===== config.mk =====
export PLATFORM = sky130hd
export DESIGN_NAME = bebs_bus_sizer
export DESIGN_NICKNAME = d
export VERILOG_FILES = /design/src/rtl/bebs_lane_take.v /design/src/rtl/bebs_op_place.v /design/src/rtl/bebs_bus_sizer.v
export VERILOG_INCLUDE_DIRS = /design/src /design/src/rtl
export SDC_FILE = /design/constraint.sdc
export NUM_CORES = 1
export LEC_CHECK = 0
export BUFFER_PORTS_ARGS = -buffer_cell sky130_fd_sc_hd__clkbuf_2
export CAP_MARGIN = 10
export CORE_AREA = 5 5 150 260
export DETAILED_ROUTE_END_ITERATION = 8
export DIE_AREA = 0 0 155 265
export HOLD_SLACK_MARGIN = 0.08
export SLEW_MARGIN = 5
export SYNTH_ARGS = -nofsm -noshare
export SYNTH_HDL_FRONTEND = slang
export SYNTH_SLANG_ARGS = --single-unit

===== constraint.sdc =====
create_clock -name clk -period 4.6 [get_ports clk]
set_input_delay 1.15 -clock clk [delete_from_list [all_inputs] [get_ports clk]]
set_output_delay 1.15 -clock clk [all_outputs]
set_load 0.005 [all_outputs]

===== src/rtl/bebs_defs.vh =====
`ifndef BEBS_DEFS_VH
`define BEBS_DEFS_VH

// Port width as reported by the width-request inputs.
`define BEBS_WIDTH_FULL 2'h0
`define BEBS_WIDTH_HALF 2'h1
`define BEBS_WIDTH_BYTE 2'h2

// Operand size codes on req_size.
`define BEBS_SIZE_BYTE  2'h0
`define BEBS_SIZE_WORD  2'h1
`define BEBS_SIZE_DWORD 2'h2

// Operand byte masks before they are moved to the operand offset.
`define BEBS_MASK_BYTE  8'h01
`define BEBS_MASK_WORD  8'h03
`define BEBS_MASK_DWORD 8'h0F

// Offset of the last operand byte from its first byte.
`define BEBS_LAST_BYTE  3'h0
`define BEBS_LAST_WORD  3'h1
`define BEBS_LAST_DWORD 3'h3

// Result keep masks for the response data.
`define BEBS_KEEP_BYTE  32'h000000FF
`define BEBS_KEEP_WORD  32'h0000FFFF
`define BEBS_KEEP_DWORD 32'hFFFFFFFF

// Highest programmed-I/O byte address.
`define BEBS_IO_LIMIT   32'h0000FFFF

// Reset and idle values of the bus pins and of the two-word data registers.
`define BEBS_LANES_IDLE 4'hF
`define BEBS_ADDR_RST   30'h00000000
`define BEBS_DATA_RST   32'h00000000
`define BEBS_WIDE_RST   64'h0000000000000000

`endif


===== src/rtl/bebs_lane_take.v =====
`timescale 1ns/1ps
`default_nettype none
`include "bebs_defs.vh"

module bebs_lane_take (
	// Pending lanes of this word and sampled port width
	input  wire [3:0] lanes,
	input  wire [1:0] width,
	// Lanes served by this cycle and lanes left for later
	output reg  [3:0] take,
	output wire [3:0] rest
);

	function [3:0] lowest_lane;
		input [3:0] m;
		begin
			lowest_lane = m & ((~m) + 4'h1);
		end
	endfunction

	wire [3:0] low;

	assign low = lowest_lane(lanes);

	// A half-width port only serves the half that holds the lowest pending lane.
	always @* begin
		case (width)
			`BEBS_WIDTH_BYTE: take = low;
			`BEBS_WIDTH_HALF: take = (|low[1:0]) ? (lanes & 4'h3) : (lanes & 4'hC);
			default: take = lanes;
		endcase
	end

	assign rest = lanes & ~take;

endmodule // bebs_lane_take

`default_nettype wire


===== src/rtl/bebs_op_place.v =====
`timescale 1ns/1ps
`default_nettype none
`include "bebs_defs.vh"

module bebs_op_place (
	// Operand offset inside its word, size and write data
	input  wire [1:0]  offs,
	input  wire [1:0]  size,
	input  wire [31:0] wdata,
	// Byte mask and data spread over two consecutive words
	output reg  [7:0]  mask,
	output wire [63:0] wide,
	output reg  [2:0]  last,
	output reg         bad_size
);

	reg [7:0] base;

	always @* begin
		bad_size = 1'b0;
		case (size)
			`BEBS_SIZE_BYTE: begin
				base = `BEBS_MASK_BYTE;
				last = `BEBS_LAST_BYTE;
			end
			`BEBS_SIZE_WORD: begin
				base = `BEBS_MASK_WORD;
				last = `BEBS_LAST_WORD;
			end
			`BEBS_SIZE_DWORD: begin
				base = `BEBS_MASK_DWORD;
				last = `BEBS_LAST_DWORD;
			end
			default: begin
				base = 8'h00;
				last = 3'h0;
				bad_size = 1'b1;
			end
		endcase
		mask = base << offs;
	end

	// Each byte keeps its own lane: the lowest address sits on lane 0.
	assign wide = {32'h00000000, wdata} << {offs, 3'h0};

endmodule // bebs_op_place

`default_nettype wire


===== src/rtl/bebs_bus_sizer.v =====
`timescale 1ns/1ps
`default_nettype none
`include "bebs_defs.vh"

module bebs_bus_sizer (
	// Clock and reset
	input  wire        clk,
	input  wire        rst_n,
	// Operand request
	input  wire        req_valid,
	output wire        req_ready,
	input  wire [31:0] req_addr,
	input  wire [1:0]  req_size,
	input  wire        req_write,
	input  wire        req_io,
	input  wire [31:0] req_wdata,
	// Operand response
	output wire        rsp_valid,
	output wire        rsp_error,
	output wire [31:0] rsp_rdata,
	// Bus cycle control
	output wire        cycle_start_n,
	output wire        bus_write,
	output wire        bus_io,
	input  wire        bus_ready_n,
	// Address and lane selects
	output wire [29:0] word_address,
	output wire [3:0]  byte_lane_select_n,
	// Width requests from address decode
	input  wire        half_width_request_n,
	input  wire        byte_width_request_n,
	// Data bus, split into input, output and per-lane enable
	input  wire [31:0] data_in,
	output wire [31:0] data_out,
	output wire [3:0]  data_oe
);

	localparam [1:0] S_IDLE  = 2'h0;
	localparam [1:0] S_START = 2'h1;
	localparam [1:0] S_WAIT  = 2'h2;

	function [1:0] port_width;
		input half_n;
		input byte_n;
		begin
			if (!byte_n) begin
				port_width = `BEBS_WIDTH_BYTE;
			end else if (!half_n) begin
				port_width = `BEBS_WIDTH_HALF;
			end else begin
				port_width = `BEBS_WIDTH_FULL;
			end
		end
	endfunction

	// Only the selected lanes carry the write word; the others are zeroed.
	function [31:0] lane_data;
		input [3:0]  lanes;
		input [31:0] word;
		begin
			lane_data = word & {{8{lanes[3]}}, {8{lanes[2]}}, {8{lanes[1]}}, {8{lanes[0]}}};
		end
	endfunction

	reg  [1:0]  state_q;
	reg         req_ready_q;
	reg         rsp_valid_q;
	reg         rsp_error_q;
	reg  [31:0] rsp_rdata_q;
	reg         cycle_start_n_q;
	reg         bus_write_q;
	reg         bus_io_q;
	reg  [29:0] word_address_q;
	reg  [3:0]  byte_lane_select_n_q;
	reg  [31:0] data_out_q;
	reg  [3:0]  data_oe_q;
	reg  [7:0]  mask_q;
	reg  [63:0] wide_q;
	reg  [63:0] rd_q;
	reg  [1:0]  offs_q;
	reg  [1:0]  size_q;
	reg         hi_word_q;

	wire [7:0]  op_mask;
	wire [63:0] op_wide;
	wire [2:0]  op_last;
	wire        op_bad_size;
	wire [32:0] op_end;
	wire        op_reject;
	wire        accept;
	wire [1:0]  width;
	wire [3:0]  cur_lanes;
	wire [3:0]  take;
	wire [3:0]  rest;
	wire        ended;
	wire        more;
	wire        hop;
	wire        cap_en;
	wire [63:0] rd_d;
	wire [63:0] rd_shift;
	reg  [31:0] keep;

	bebs_op_place u_place (
		.offs     (req_addr[1:0]),
		.size     (req_size),
		.wdata    (req_wdata),
		.mask     (op_mask),
		.wide     (op_wide),
		.last     (op_last),
		.bad_size (op_bad_size)
	);

	assign accept = req_valid & req_ready_q;
	assign op_end = {1'b0, req_addr} + {30'h00000000, op_last};

	// A wrap past the top of memory would continue at word 0, so it is refused.
	assign op_reject = op_bad_size | op_end[32] | (req_io & (op_end[31:0] > `BEBS_IO_LIMIT));

	// Width is sampled together with ready, on every cycle of a split.
	assign width     = port_width(half_width_request_n, byte_width_request_n);
	assign cur_lanes = ~byte_lane_select_n_q;

	bebs_lane_take u_take (
		.lanes (cur_lanes),
		.width (width),
		.take  (take),
		.rest  (rest)
	);

	assign ended = (state_q == S_WAIT) & ~bus_ready_n;
	assign more  = |rest;
	assign hop   = ~hi_word_q & (|mask_q[7:4]);
	assign cap_en = ended & ~bus_write_q;

	// Read bytes are caught on their own lanes into a two-word image.
	genvar gi;
	generate
		for (gi = 0; gi < 8; gi = gi + 1) begin : g_cap
			wire hit;
			assign hit = cap_en & take[gi % 4] & (hi_word_q == (gi >= 4));
			assign rd_d[gi * 8 + 7:gi * 8] = hit ? data_in[(gi % 4) * 8 + 7:(gi % 4) * 8] : rd_q[gi * 8 + 7:gi * 8];
		end
	endgenerate

	assign rd_shift = rd_d >> {offs_q, 3'h0};

	always @* begin
		case (size_q)
			`BEBS_SIZE_BYTE: keep = `BEBS_KEEP_BYTE;
			`BEBS_SIZE_WORD: keep = `BEBS_KEEP_WORD;
			default: keep = `BEBS_KEEP_DWORD;
		endcase
	end

	always @(posedge clk) begin
		if (!rst_n) begin
			state_q              <= S_IDLE;
			req_ready_q          <= 1'b0;
			rsp_valid_q          <= 1'b0;
			rsp_error_q          <= 1'b0;
			rsp_rdata_q          <= `BEBS_DATA_RST;
			cycle_start_n_q      <= 1'b1;
			bus_write_q          <= 1'b0;
			bus_io_q             <= 1'b0;
			word_address_q       <= `BEBS_ADDR_RST;
			byte_lane_select_n_q <= `BEBS_LANES_IDLE;
			data_out_q           <= `BEBS_DATA_RST;
			data_oe_q            <= 4'h0;
			mask_q               <= 8'h00;
			wide_q               <= `BEBS_WIDE_RST;
			rd_q                 <= `BEBS_WIDE_RST;
			offs_q               <= 2'h0;
			size_q               <= 2'h0;
			hi_word_q            <= 1'b0;
		end else begin
			rsp_valid_q <= 1'b0;
			rd_q        <= rd_d;
			case (state_q)
				S_IDLE: begin
					req_ready_q <= 1'b1;
					if (accept) begin
						if (op_reject) begin
							rsp_valid_q <= 1'b1;
							rsp_error_q <= 1'b1;
							rsp_rdata_q <= `BEBS_DATA_RST;
						end else begin
							req_ready_q          <= 1'b0;
							state_q              <= S_START;
							mask_q               <= op_mask;
							wide_q               <= op_wide;
							rd_q                 <= `BEBS_WIDE_RST;
							offs_q               <= req_addr[1:0];
							size_q               <= req_size;
							hi_word_q            <= 1'b0;
							bus_write_q          <= req_write;
							bus_io_q             <= req_io;
							cycle_start_n_q      <= 1'b0;
							word_address_q       <= req_addr[31:2];
							byte_lane_select_n_q <= ~op_mask[3:0];
							data_out_q           <= req_write ? lane_data(op_mask[3:0], op_wide[31:0]) :
							                        `BEBS_DATA_RST;
							data_oe_q            <= req_write ? op_mask[3:0] : 4'h0;
						end
					end
				end
				S_START: begin
					cycle_start_n_q <= 1'b1;
					state_q         <= S_WAIT;
				end
				S_WAIT: begin
					// Address, lanes and data stay put until ready is seen.
					if (ended) begin
						if (more) begin
							state_q              <= S_START;
							cycle_start_n_q      <= 1'b0;
							byte_lane_select_n_q <= ~rest;
							data_out_q           <= bus_write_q ?
							                        lane_data(rest, hi_word_q ? wide_q[63:32] : wide_q[31:0]) :
							                        `BEBS_DATA_RST;
							data_oe_q            <= bus_write_q ? rest : 4'h0;
						end else if (hop) begin
							state_q              <= S_START;
							cycle_start_n_q      <= 1'b0;
							hi_word_q            <= 1'b1;
							word_address_q       <= word_address_q + 30'h00000001;
							byte_lane_select_n_q <= ~mask_q[7:4];
							data_out_q           <= bus_write_q ? lane_data(mask_q[7:4], wide_q[63:32]) :
							                        `BEBS_DATA_RST;
							data_oe_q            <= bus_write_q ? mask_q[7:4] : 4'h0;
						end else begin
							state_q              <= S_IDLE;
							rsp_valid_q          <= 1'b1;
							rsp_error_q          <= 1'b0;
							rsp_rdata_q          <= bus_write_q ? `BEBS_DATA_RST : (rd_shift[31:0] & keep);
							byte_lane_select_n_q <= `BEBS_LANES_IDLE;
							data_out_q           <= `BEBS_DATA_RST;
							data_oe_q            <= 4'h0;
						end
					end
				end
				default: begin
					state_q              <= S_IDLE;
					cycle_start_n_q      <= 1'b1;
					byte_lane_select_n_q <= `BEBS_LANES_IDLE;
					data_oe_q            <= 4'h0;
				end
			endcase
		end
	end

	assign req_ready          = req_ready_q;
	assign rsp_valid          = rsp_valid_q;
	assign rsp_error          = rsp_error_q;
	assign rsp_rdata          = rsp_rdata_q;
	assign cycle_start_n      = cycle_start_n_q;
	assign bus_write          = bus_write_q;
	assign bus_io             = bus_io_q;
	assign word_address       = word_address_q;
	assign byte_lane_select_n = byte_lane_select_n_q;
	assign data_out           = data_out_q;
	assign data_oe            = data_oe_q;

endmodule // bebs_bus_sizer

`default_nettype wire


**Word-level counts from Yosys, hierarchy flattened**

Cells that the tools add are included.

- Add/sub/neg operators: 3
- Multipliers: 0
- Div/mod/pow operators: 0
- $lt $le $gt $ge: 1
- Eq/ne operators: 15
- Shift operators: 3
- Mux-type cells: 86
- Bitwise gates (word level): 36
- Reductions and logical operators: 15

Operators with widths:

| cell | number |
|---|---|
| 2-to-1 mux 32 bit | 15 |
| 2-to-1 mux 64 bit | 3 |
| case mux 32 bit (2 select lines) | 3 |
| 2-to-1 mux 30 bit | 5 |
| bitwise AND 32 bit | 4 |
| 2-to-1 mux 8 bit | 8 |
| left shift 32 x 5 -> 64 bit | 1 |
| right shift 64 x 5 -> 32 bit | 1 |
| case mux 30 bit (2 select lines) | 1 |
| 2-to-1 mux 4 bit | 14 |
| case mux 4 bit (3 select lines) | 3 |
| adder 32 x 3 -> 33 bit | 1 |
| greater-than comparator 32 x 16 -> 1 bit (second input constant) | 1 |
| adder 30 x 1 -> 30 bit (second input constant) | 1 |
| NOT 4 bit | 6 |
| 2-to-1 mux 1 bit | 23 |
| bitwise AND 1 bit | 17 |
| inequality test 2 bit (second input constant) | 7 |
| AND reduction 4 bit | 3 |
| AND reduction 6 bit | 2 |
| bitwise AND 4 bit | 2 |
| equality test 2 x 1 -> 1 bit (second input constant) | 4 |
| 2-to-1 mux 2 bit | 4 |
| case mux 1 bit (2 select lines) | 4 |
| other kinds (15) | 26 |

- Flip-flop bits (word level): 251
- Bits in latches: 0
- Bits in writable memories: 0
- Memory bits (read-only): 0
- Input bits: 106
- Output and inout bits: 108
- Logic and storage cells: 177
- Memories: 0

**Depth between registers and ports, before layout**

Gate-level depths: netlist of the first run.

- Depth after elaboration: 17
- Depth in mapped cells: 16
- Depth with buffers taken out: 14

**Hierarchy**

From an unflattened synthesis of the first run, not the netlist that was laid out.

- Cell total of the unflattened synthesis: 1,614
- Area total of the unflattened synthesis: 12,985.0 sq um

By module, submodules not included:

| module | times used | cells an instance | area each (sq um) | seq. area each (sq um) |
|---|---|---|---|---|
| bebs_bus_sizer | 1 | 1,451 | 11,898.9 | 4,784.6 |
| bebs_op_place | 1 | 143 | 948.4 | 0.0 |
| bebs_lane_take | 1 | 20 | 137.6 | 0.0 |

**Worst setup path before layout of the first run**

OpenSTA, ideal clock, no wires.

- Kind: input -> register
- From: in req_size[0]
- To: reg mask_q[6]
- Library setup time: 0.117 ns
- Arrival time: 4.074 ns
- Slack: 0.410 ns
- Cell stages on the path: 14
- Cell sequence: inv_1 -> ha_1 -> inv_1 -> ha_1 -> fa_1 -> and2_1 -> a21o_1 -> a2111oi_0 -> o21ai_0 -> o41a_1 -> nor2_4 -> nor2_1 -> buf_2 -> a22o_1

- Word-level cells in the longest chain between the ends: 8
- Elaborated cells on any way between the ends: 15
- Classes of those cells: add/sub (1); order compare (1); eq/ne (2); shift (1); mux (3); bitwise (4); reduce/logical (3)

Ends and longest elaborated chain:

| element | line | RTL |
|---|---|---|
| from (decl) | bebs_bus_sizer.v:13 | `input wire [1:0] req_size,` |
| equality test 2 bit / equality test 2 x 1 -> 1 bit (equally long branches) | bebs_op_place.v:21 | `case (size)` |
| case mux 2 bit (2 select lines) | bebs_op_place.v:21 |  |
| adder 32 x 3 -> 33 bit | bebs_bus_sizer.v:114 | `assign op_end = {1'b0, req_addr} + {30'h00000000, op_last};` |
| greater-than comparator 32 x 16 -> 1 bit (no line) | -- |  |
| bitwise AND 1 bit | bebs_bus_sizer.v:117 | `` assign op_reject = op_bad_size \| op_end[32] \| (req_io & (op_end[31:0] > `BEBS_IO_LIMIT)); `` |
| bitwise OR 1 bit | bebs_bus_sizer.v:117 |  |
| NOT 1 bit (no line) | -- |  |
| AND reduction 3 bit (no line) | -- |  |
| to (signal assigned) | bebs_bus_sizer.v:189 | `mask_q <= op_mask;` |
| to (decl) | bebs_bus_sizer.v:77 | `reg [7:0] mask_q;` |

Parallel ways exist; a longest one is shown, timed or not.
A chain may end at the register's enable or synchronous reset.

**Worst setup path after layout of the first run**

- From: in req_size[0]
- To: reg wide_q[47]

- Word-level cells in the longest chain between the ends: 8
- Elaborated cells on any way between the ends: 13
- Classes of those cells: add/sub (1); order compare (1); eq/ne (2); mux (2); bitwise (4); reduce/logical (3)

Ends and longest elaborated chain:

| element | line | RTL |
|---|---|---|
| equality test 2 bit / equality test 2 x 1 -> 1 bit (equally long branches) | bebs_op_place.v:21 |  |
| case mux 2 bit (2 select lines) | bebs_op_place.v:21 |  |
| adder 32 x 3 -> 33 bit | bebs_bus_sizer.v:114 |  |
| greater-than comparator 32 x 16 -> 1 bit (no line) | -- |  |
| bitwise AND 1 bit | bebs_bus_sizer.v:117 |  |
| bitwise OR 1 bit * | bebs_bus_sizer.v:117 |  |
| NOT 1 bit (no line) * | -- |  |
| AND reduction 3 bit (no line) * | -- |  |
| to (signal assigned) | bebs_bus_sizer.v:170 | `` wide_q <= `BEBS_WIDE_RST; `` |
| to (signal assigned) | bebs_bus_sizer.v:190 | `wide_q <= op_wide;` |
| to (decl) | bebs_bus_sizer.v:78 | `reg [63:0] wide_q;` |

Every way passes the cells marked *; elsewhere a longest branch is shown, timed or not.

==> out/results.ini, run 1 <==
[status]
outcome = finished, final reports clean

[timing]
rsz0062_at_grt = false
clock.fmax_mhz = 240
slew-limit-headroom_pct = 20.2
setup_viol = 0
report.final.hold_viol_count = 0
period_share_pct = 90.6
maxSlewViolCount = 0
tightest_slew_ns = 1.18
finClkSkew_ns = 0.0204
min_period_ns = 4.17

[worst_setup_path]
start_kind = primary input
cp_slowest_cell = o41a_1
path_cells = clkbuf_2 > inv_1 > ha_1 > inv_1 > ha_1 > fa_1 > and2_1 > a21o_1 > a2111oi_0 > o21ai_0 > o41a_1 > nor2_4 > buf_12 > nand3_2 > o2bb2ai_1
critPathMaxStageDelay_ns = 0.46
critical_path_class = primary input to flop
crit_start = req_size[0]
worst_setup_path_end_kind = flop
crit_end = wide_q[47]
reg2reg_depth = 8
crit_fanout = 44
reg2reg_from = state_q[0]
r2r_end = rsp_rdata[25]
cp.required_ns = 5.04
cp.arrival_ns = 4.61
reg2reg_slack_ns = 1.10

[clocking]
cts_made_buffers = 23
postCtsHoldBufs = 0
cts_root_buffer = clkbuf_16
htreeDepth = 1
cts.sink_count = 222
clk_latency_ns = 0.53
cts_tree = built
cts_resized = 0
cts_max_path_buffers = 3
post_cts_buffers = 0
path_clk_slew_ns = 0.06

[die]
die_area_um2 = 41100
core_um2 = 36700
die_h_um = 265
ios = 214
die_x_um = 155
start_util_pct = 30.5
rows = 93

[drt]
dr_total_vias = 10700
wl_per_cell_um = 21.1
first_pass_iters = 7
route.detailed.drc = 0
ant_nets = 0
vias_per_cell = 5.46
drt-total-wl_um = 41100
drtIter0Drc = 494

[pwr]
p_total_mw = 4.34
power.density_nw_per_um2 = 315
leakage_nw = 5.31
max-vdd-ir-drop_v = 0.000327

[global_routing]
grt_pass1_vias = 10600
antenna_found_initial = 1
grt.overflow.total = 0
grt_max_degree = 59
grt_usage_pct = 19.4
grt_pass1_wl_um = 63000

[synthesis]
synth_area_leaders = dfxtp_1, mux2i_1, mux4_2
ys.warnings.count = 0
synthCells = 1256
yosysTopAreaCellShare_pct = 39.8
synthArstFlopShare_pct = 0
yosysTopAreaCell = dfxtp_1
synthesis.area_um2 = 11200
synth_seq_area_share_pct = 39.8
ys_types = 72
avgSynthCellArea_um2 = 8.89
synth_edf_count = 0
syn_nets = 1369
ys.flop_type = dfxtp_1
ys_ff_latch = 222

[place]
hpwl_um = 30900
gp_congestion = 0.912
io_buffer_count = 213

[layout]
final_cell_mix = dfxtp_1, clkbuf_2, nor2_1
layout.nets = 1571
drive_gt1_share_pct = 28.0
final_util_pct = 37.6
final_common_cell = dfxtp_1
synthToLayoutAreaGrowth_pct = 23.4

[min_path]
hold_path_class = flop to flop

[job]
cap_violations = 0

worst min path at each step:
stage	from	to	slack, ns	cells past startpoint
floorplan	wide_q[8]	wide_q[8]	0.43	2
global placement	wide_q[14]	wide_q[14]	0.44	2
detailed placement	wide_q[9]	wide_q[9]	0.45	2
CTS	wide_q[10]	wide_q[10]	0.45	2
global route	wide_q[15]	wide_q[15]	0.47	2
finish	wide_q[9]	wide_q[9]	0.45	2
cells by family (layout without fill, tap and decap cells):
| family | count (synthesis) | after routing | synth area share (%) |
|---|---|---|---|
| muxes | 125 | 125 | 15.0 |
| DFF | 222 | 222 | 39.8 |
| adders and majority gates | 8 | 8 | 0.941 |
| buffers and inverters | 107 | 325 | 4.00 |
| other | 0 | 1 | 0 |
| AOI/OAI and AO/OA | 335 | 335 | 21.2 |
| and+or+nand+nor | 458 | 458 | 19.0 |
| xor gates and xnor gates | 1 | 1 | 0.0784 |
cell type report:
| cell class | count | area (um2) |
|---|---|---|
| antenna | 1 | 2.50 |
| tap | 475 | 594 |
| fill | 3751 | 22900 |
| clock inverter | 9 | 78.8 |
| clock buffer | 32 | 639 |
| timing repair buffer | 270 | 1680 |
| inverter | 14 | 52.6 |
| sequential | 222 | 4440 |
| multi-input combinational | 927 | 6290 |
cell usage after synthesis (17+ instances only):
cell,number
a211oi_1,27
a21oi_1,82
a22oi_1,43
a31o_2,24
buf_2,21
clkbuf_1,65
dfxtp_1,222
mux2_2,17
mux2i_1,76
mux4_2,32
nand2_1,115
nand3_1,20
nor2_1,162
nor3_1,61
o21ai_0,47
metal layers:
layer | track usage (%) | wire length, um
met4 | 8.67 | 1990
met5 | 0 | 0
met3 | 3.79 | 2600
met1 | 21.4 | 15000
met2 | 35.3 | 21600
power by group:
part	total [mW]	internal, mW	switching [mW]
combinational	0.483	0.191	0.291
sequential	2.01	1.97	0.0394
clock	1.85	1.03	0.817
worst max-delay path: cells and delay by family:
family / cells / cell delay [ns]
adder cells (fa/ha/maj): 3 / 0.91
buffers and inverters: 4 / 0.44
AND/OR/NAND/NOR: 3 / 0.64
AO/OA/AOI/OAI: 5 / 1.44
sequential cells by signal, summed over array words and instances (netlist names):
| signal | flops |
|---|---|
| byte_lane_select_n | 4 |
| rsp_rdata | 32 |
| hi_word_q | 1 |
| rsp_error | 1 |
| bus_write | 1 |
| bus_io | 1 |
| offs_q | 2 |
| cycle_start_n | 1 |
| rsp_valid | 1 |
| wide_q | 48 |
| word_address | 30 |
| data_out | 32 |
| mask_q | 3 |
| rd_q | 56 |
| state_q | 2 |
| req_ready | 1 |
| size_q | 2 |
| data_oe | 4 |
per-stage QoR:
stage / hold WS (ns) / setup WS (ns) / instance area (um2) / TNS, ns / instances
4_1_cts: 0.454 / 0.471 / 13800 / 0 / 1948
3_5_place_dp: 0.445 / -0.0597 / 13000 / -0.476 / 1907
6_report: 0.450 / 0.433 / 13800 / 0 / 1950
3_3_place_gp: 0.438 / 0.0573 / 13000 / 0 / 1907
2_1_floorplan: 0.430 / 0.410 / 11200 / 0 / 1256
5_1_grt: 0.469 / 0.254 / 13800 / 0 / 1950
(Power assumes the default switching activity.)
==> inputs of run 2 (changes only) <==
--- a/config.mk
+++ b/config.mk
@@ -7,7 +7,7 @@
 export NUM_CORES = 1
 export LEC_CHECK = 0
 export BUFFER_PORTS_ARGS = -buffer_cell sky130_fd_sc_hd__clkbuf_2
-export CAP_MARGIN = 10
+export CAP_MARGIN = 15
 export CORE_AREA = 5 5 150 260
 export DETAILED_ROUTE_END_ITERATION = 8
 export DIE_AREA = 0 0 155 265
==> constraint.sdc (replaced) <==
create_clock -name clk -period 4.7 [get_ports clk]
set_input_delay 1.175 -clock clk [delete_from_list [all_inputs] [get_ports clk]]
set_output_delay 1.175 -clock clk [all_outputs]
set_load 0.005 [all_outputs]
==> out/results.ini, run 2 (synthesized netlist as in run 1, its figures left out) <==
[timing]
period_share_pct = 89.4
setup_viol = 0  ; unchanged
rsz0062_at_grt = false  ; unchanged
tns_ns = 0  ; unchanged
hold_ws_ns = 0.451  ; was 0.450 ns
slew-limit-headroom_pct = 24.2  ; was 20.2%
maxSlewViolCount = 0  ; unchanged
clock.fmax_mhz = 238
min_period_ns = 4.20
tightest_slew_ns = 1.13  ; was 1.18 ns
report.final.hold_viol_count = 0  ; unchanged
finClkSkew_ns = 0.0158  ; was 0.0204 ns

[clocking]
cts_root_buffer = clkbuf_16  ; unchanged
path_clk_slew_ns = 0.07  ; was 0.06 ns
cts_resized = 0  ; unchanged
post_cts_buffers = 0  ; unchanged
cts_tree = built  ; unchanged
htreeDepth = 1  ; unchanged
postCtsHoldBufs = 0  ; unchanged
clk_latency_ns = 0.53  ; about the same
cts_made_buffers = 24  ; was 23
cts.sink_count = 222  ; unchanged
cts_max_path_buffers = 3  ; unchanged

[worst_setup_path]
cp.required_ns = 5.16  ; was 5.04 ns
path_depth = 15  ; unchanged
critPathTopFamily = compound AO/OA/AOI/OAI gates  ; unchanged
critical_path_class = primary input to flop  ; unchanged
worst_setup_path_end_kind = flop  ; unchanged
cp.arrival_ns = 4.66  ; was 4.61 ns
cp_num_buf_inv = 4  ; unchanged
critPathMaxStageDelay_ns = 0.48  ; was 0.46 ns
path_cells = clkbuf_2 > inv_1 > ha_1 > inv_1 > ha_1 > fa_1 > and2_1 > a21o_1 > a2111oi_0 > o21ai_0 > o41a_1 > nor2_4 > buf_12 > nand3_2 > o2bb2ai_1  ; unchanged
start_kind = primary input  ; unchanged
cp_slowest_cell = o41a_1  ; unchanged
crit_fanout = 44  ; unchanged
reg2reg_depth = 10  ; was 8

[drt]
drtIter0Drc = 569  ; was 494
vias_per_cell = 5.45  ; was 5.46
dr_total_vias = 10600  ; was 10700
ant_nets = 0  ; unchanged
drt-total-wl_um = 40900  ; was 41100 um
route.detailed.drc = 0  ; unchanged
wl_per_cell_um = 21.1  ; about the same
first_pass_iters = 5  ; was 7

[pwr]
max-vdd-ir-drop_v = 0.000295  ; was 0.000327 V
leakage_nw = 5.25  ; was 5.31 nW
power.density_nw_per_um2 = 314  ; was 315 nW/um2

[die]
ios = 214  ; unchanged
start_util_pct = 30.5  ; unchanged
core_um2 = 36700  ; unchanged
die_x_um = 155  ; unchanged
die_area_um2 = 41100  ; unchanged
die_h_um = 265  ; unchanged
rows = 93  ; unchanged

[place]
gp_congestion = 0.920  ; was 0.912
hpwl_um = 30300  ; was 30900 um
io_buffer_count = 213  ; unchanged

[status]
outcome = finished, final reports clean  ; unchanged

[layout]
largest_reg_flops = 56  ; unchanged
synthToLayoutAreaGrowth_pct = 22.5  ; was 23.4%
max_flop_register = rd_q  ; unchanged
layout.nets = 1557  ; was 1571
final_common_cell = dfxtp_1  ; unchanged
seqCellArea_um2 = 4440  ; unchanged
fill_cells = 3739  ; was 3751
drive_gt1_share_pct = 27.4  ; was 28.0%
final_cell_mix = dfxtp_1, clkbuf_2, nor2_1  ; unchanged
reg.largest.list = rd_q x56, wide_q x48  ; unchanged
multi_input_area_um2 = 6290  ; unchanged

[global_routing]
grt_pass1_vias = 10700  ; was 10600
antenna_found_initial = 2  ; was 1
grt_max_degree = 59  ; unchanged
grt_pass1_wl_um = 62700  ; was 63000 um
grt.overflow.total = 0  ; unchanged
grt_usage_pct = 19.3  ; was 19.4%

[job]
cap_violations = 0  ; unchanged

[min_path]
hold_path_class = flop to flop  ; unchanged
holdPathStages = 2  ; unchanged

==> run 2: changes by cell type in the layout (fill, tap and decap cells not counted), sizes merged <==
| cell | change |
|---|---|
| bufinv | -1 |
| clkbuf | +5 |
| clkinv | -1 |
| buf | -15 |
| diode | +1 |
==> run 2: worst min-delay path: stages (launching register included) <==
cell     delay [ns]
dfxtp_1        0.31
nand2_1        0.05
a21oi_1        0.05
==> run 2: area by class of cell <==
class | instances | area share [%]
Antenna cell | 2 | 0.0366
Clock buffer | 37 | 5.27
Clock inverter | 7 | 0.357
Inverter | 14 | 0.384
Multi-Input combinational cell | 927 | 46.0
Sequential cell | 222 | 32.5
Tap cell | 475 | 4.34
Timing Repair Buffer | 255 | 11.2
==> run 2: worst paths after layout <==
path                                   from            to  slack (ns)
worst max-delay path            req_size[0]    wide_q[45]        0.50
worst max register to register   state_q[1]  rsp_rdata[5]        1.24
worst min-delay path              wide_q[9]     wide_q[9]        0.45
worst min register to register    wide_q[9]     wide_q[9]        0.45
==> run 2: per-layer routing <==
layer / up-vias / wire length, um / global-route usage, %
li1: 5003 / - / -
met1: 5091 / 15000 / 21.1
met2: 365 / 21300 / 35.0
met3: 100 / 2560 / 3.64
met4: 0 / 2120 / 9.75
met5: - / 0 / 0
==> run 2: power by group <==
group | internal [mW] | total, mW | switching, mW
logic | 0.178 | 0.459 | 0.281
registers | 1.93 | 1.97 | 0.0389
clock network | 1.06 | 1.87 | 0.813
==> run 2: metrics by stage <==
step	utilization, %	power (mW)	setup slack (ns)	std cells	cell area [um2]
after floorplan	-	2.25	0.485	1256	11200
after global placement	35.1	2.46	0.0737	1892	12900
after detailed placement	35.1	2.46	-0.0511	1892	12900
after CTS	37.2	4.35	0.494	1936	13700
after global routing	37.3	4.45	0.308	1939	13700
final	37.3	4.30	0.499	1939	13700
==> inputs of run 3 (changes only) <==
--- a/config.mk
+++ b/config.mk
@@ -8,11 +8,12 @@
 export LEC_CHECK = 0
 export BUFFER_PORTS_ARGS = -buffer_cell sky130_fd_sc_hd__clkbuf_2
 export CAP_MARGIN = 15
-export CORE_AREA = 5 5 150 260
+export CORE_AREA = 5 5 161 279
 export DETAILED_ROUTE_END_ITERATION = 8
-export DIE_AREA = 0 0 155 265
+export DIE_AREA = 0 0 166 284
 export HOLD_SLACK_MARGIN = 0.08
 export SLEW_MARGIN = 5
 export SYNTH_ARGS = -nofsm -noshare
 export SYNTH_HDL_FRONTEND = slang
+export SYNTH_HIERARCHICAL = 1
 export SYNTH_SLANG_ARGS = --single-unit
==> out/results.ini, run 3 <==
[clocking]
cts_tree = built  ; unchanged
clk_latency_ns = 0.56  ; was 0.53 ns
post_cts_buffers = 0  ; unchanged
cts_max_path_buffers = 3  ; unchanged
cts.sink_count = 239  ; was 222
htreeDepth = 1  ; unchanged
postCtsHoldBufs = 0  ; unchanged
cts_resized = 0  ; unchanged
cts_made_buffers = 25  ; was 24
path_clk_slew_ns = 0.07  ; about the same
cts_root_buffer = clkbuf_16  ; unchanged

[layout]
largest_reg_flops = 64  ; was 56
final_common_cell = dfxtp_1  ; unchanged
fill_cells = 4400  ; was 3739
final_util_pct = 37.0  ; was 37.3%
synthToLayoutAreaGrowth_pct = 20.9  ; was 22.5%
reg.largest.list = wide_q x64, rd_q x56  ; was rd_q x56, wide_q x48
layout.nets = 1894  ; was 1557
final_cell_mix = dfxtp_1, nand2_1, clkbuf_2  ; was dfxtp_1, clkbuf_2, nor2_1
final_area_um2 = 15700  ; was 13700 um2
drive_gt1_share_pct = 20.8  ; was 27.4%
max_flop_register = wide_q  ; was rd_q

[pwr]
p_total_mw = 4.76  ; was 4.30 mW
power.density_nw_per_um2 = 303  ; was 314 nW/um2
max-vdd-ir-drop_v = 0.000272  ; was 0.000295 V
leakage_nw = 6.48  ; was 5.25 nW

[timing]
setup_viol = 0  ; unchanged
rsz0062_at_grt = false  ; unchanged
maxSlewViolCount = 0  ; unchanged
clock.fmax_mhz = 233  ; was 238 MHz
period_share_pct = 91.2  ; was 89.4%
tns_ns = 0  ; unchanged
finClkSkew_ns = 0.0247  ; was 0.0158 ns
slew-limit-headroom_pct = 28.8  ; was 24.2%
min_period_ns = 4.28  ; was 4.20 ns
hold_ws_ns = 0.451  ; about the same
report.final.hold_viol_count = 0  ; unchanged
tightest_slew_ns = 1.07  ; was 1.13 ns

[min_path]
hold_path_class = flop to flop  ; unchanged
holdPathStages = 2  ; unchanged
min_to = wide_q[4]  ; was wide_q[9]
hp-start = wide_q[4]  ; was wide_q[9]

[synthesis]
synth_area_leaders = dfxtp_1, mux2i_1, nand2_1  ; was dfxtp_1, mux2i_1, mux4_2
ys.warnings.count = 6  ; was 0
yosysTopAreaCell = dfxtp_1  ; unchanged
synth_seq_area_share_pct = 36.8  ; was 39.8%
ys_types = 73  ; was 72
synthArstFlopShare_pct = 0  ; unchanged
avgSynthCellArea_um2 = 8.05  ; was 8.89 um2
yosys.cell_count.top_type = dfxtp_1  ; unchanged
synthesis.area_um2 = 13000  ; was 11200 um2
yosysTopAreaCellShare_pct = 36.8  ; was 39.8%
synth_edf_count = 0  ; unchanged
ys_ff_latch = 239  ; was 222
synthCells = 1614  ; was 1256
ys.flop_type = dfxtp_1  ; unchanged
synth_commonest_cells = dfxtp_1, nand2_1, nor2_1, nand3_1, mux2i_1  ; was dfxtp_1, nor2_1, nand2_1, a21oi_1, mux2i_1

[drt]
route.detailed.drc = 0  ; unchanged
dr_total_vias = 12900  ; was 10600
wl_per_cell_um = 19.7  ; was 21.1 um
drt-total-wl_um = 46400  ; was 40900 um
first_pass_iters = 6  ; was 5
drtIter0Drc = 823  ; was 569
vias_per_cell = 5.46  ; was 5.45
ant_nets = 0  ; unchanged

[place]
gp_congestion = 0.891  ; was 0.920
hpwl_um = 34300  ; was 30300 um
io_buffer_count = 213  ; unchanged
placed_area_um2 = 14800  ; was 12900 um2

[die]
core_um2 = 42400  ; was 36700 um2
die_x_um = 166  ; was 155 um
rows = 100  ; was 93
ios = 214  ; unchanged
die_h_um = 284  ; was 265 um
start_util_pct = 30.6  ; was 30.5%
die_area_um2 = 47100  ; was 41100 um2

[worst_setup_path]
cp.required_ns = 5.17  ; was 5.16 ns
start_kind = primary input  ; unchanged
r2r_end = rsp_rdata[22]  ; was rsp_rdata[5]
critical_path_class = primary input to flop  ; unchanged
worst_setup_path_end_kind = flop  ; unchanged
cp.arrival_ns = 4.75  ; was 4.66 ns
reg2reg_depth = 8  ; was 10
crit_fanout = 27  ; was 44
reg2reg_slack_ns = 1.60  ; was 1.24 ns
reg2reg_from = state_q[0]  ; was state_q[1]

[global_routing]
grt_usage_pct = 18.6  ; was 19.3%
grt_pass1_wl_um = 71700  ; was 62700 um
grt_max_degree = 128  ; was 59
grt.overflow.total = 0  ; unchanged
antenna_found_initial = 4  ; was 2
grt_pass1_vias = 12400  ; was 10700

[status]
outcome = finished, final reports clean  ; unchanged

[job]
cap_violations = 0  ; unchanged

==> run 3: worst max path at each step <==
stage / from / to / slack (ns)
6_report: req_size[0] / word_address[16] / 0.42
3_3_place_gp: req_size[0] / word_address[13] / -0.06
5_1_grt: req_size[0] / data_out[4] / 0.19
3_5_place_dp: req_size[0] / word_address[9] / -0.12
2_1_floorplan: req_size[0] / word_address[27] / 0.09
4_1_cts: req_size[0] / word_address[16] / 0.46
==> run 3: layer usage <==
| metal | track usage, % | up-vias | wire [um] |
|---|---|---|---|
| li1 | - | 6097 | - |
| met1 | 20.3 | 6180 | 17300 |
| met5 | 0 | - | 19 |
| met2 | 33.7 | 453 | 23700 |
| met3 | 3.22 | 153 | 2470 |
| met4 | 10.8 | 4 | 2930 |
==> run 3: cells by family after synthesis <==
kind of cell / share of synthesized area [%]
xor+xnor: 0.135
compound gates: 15.5
mux: 13.8
flops: 36.8
other cells: 0.0289
simple gates: 26.6
fa+ha+maj: 1.12
buf+inv: 5.93
==> run 3: power by group <==
group / internal (mW) / switching (mW)
Sequential: 2.06 / 0.0335
Combinational: 0.186 / 0.317
Clock: 1.26 / 0.903
==> run 3: worst max-delay path, cell delays in order <==
cell and delay [ns]:
clkbuf_2 0.09, inv_1 0.05, ha_1 0.31, inv_1 0.09
ha_1 0.16, inv_1 0.05, fa_1 0.35, nand2b_1 0.20
a2111oi_4 0.37, buf_4 0.20, nand2_1 0.06, xnor2_1 0.15
a211oi_1 0.33, and4_4 0.33, a21oi_2 0.08, or2_1 0.26
buf_12 0.18, o32ai_1 0.28
==> run 3: cell type report <==
class                      instances  area (um2)  share of cell area, %
multi-input combinational       1214        7510                   47.8
sequential                       239        4790                   30.5
timing repair buffer             272        1710                   10.9
clock buffer                      33         726                   4.62
tap                              561         702                   4.47
clock inverter                    13         168                   1.07
inverter                          25        93.8                  0.598
antenna                            2        5.00                 0.0319
==> run 3: through the flow <==
| step | std cells | worst slack [ns] |
|---|---|---|
| final | 2359 | 0.416 |
| after global routing | 2358 | 0.187 |
| after CTS | 2356 | 0.457 |
| after detailed placement | 2310 | -0.124 |
| after global placement | 2310 | -0.0553 |
| after floorplan | 1623 | 0.0886 |
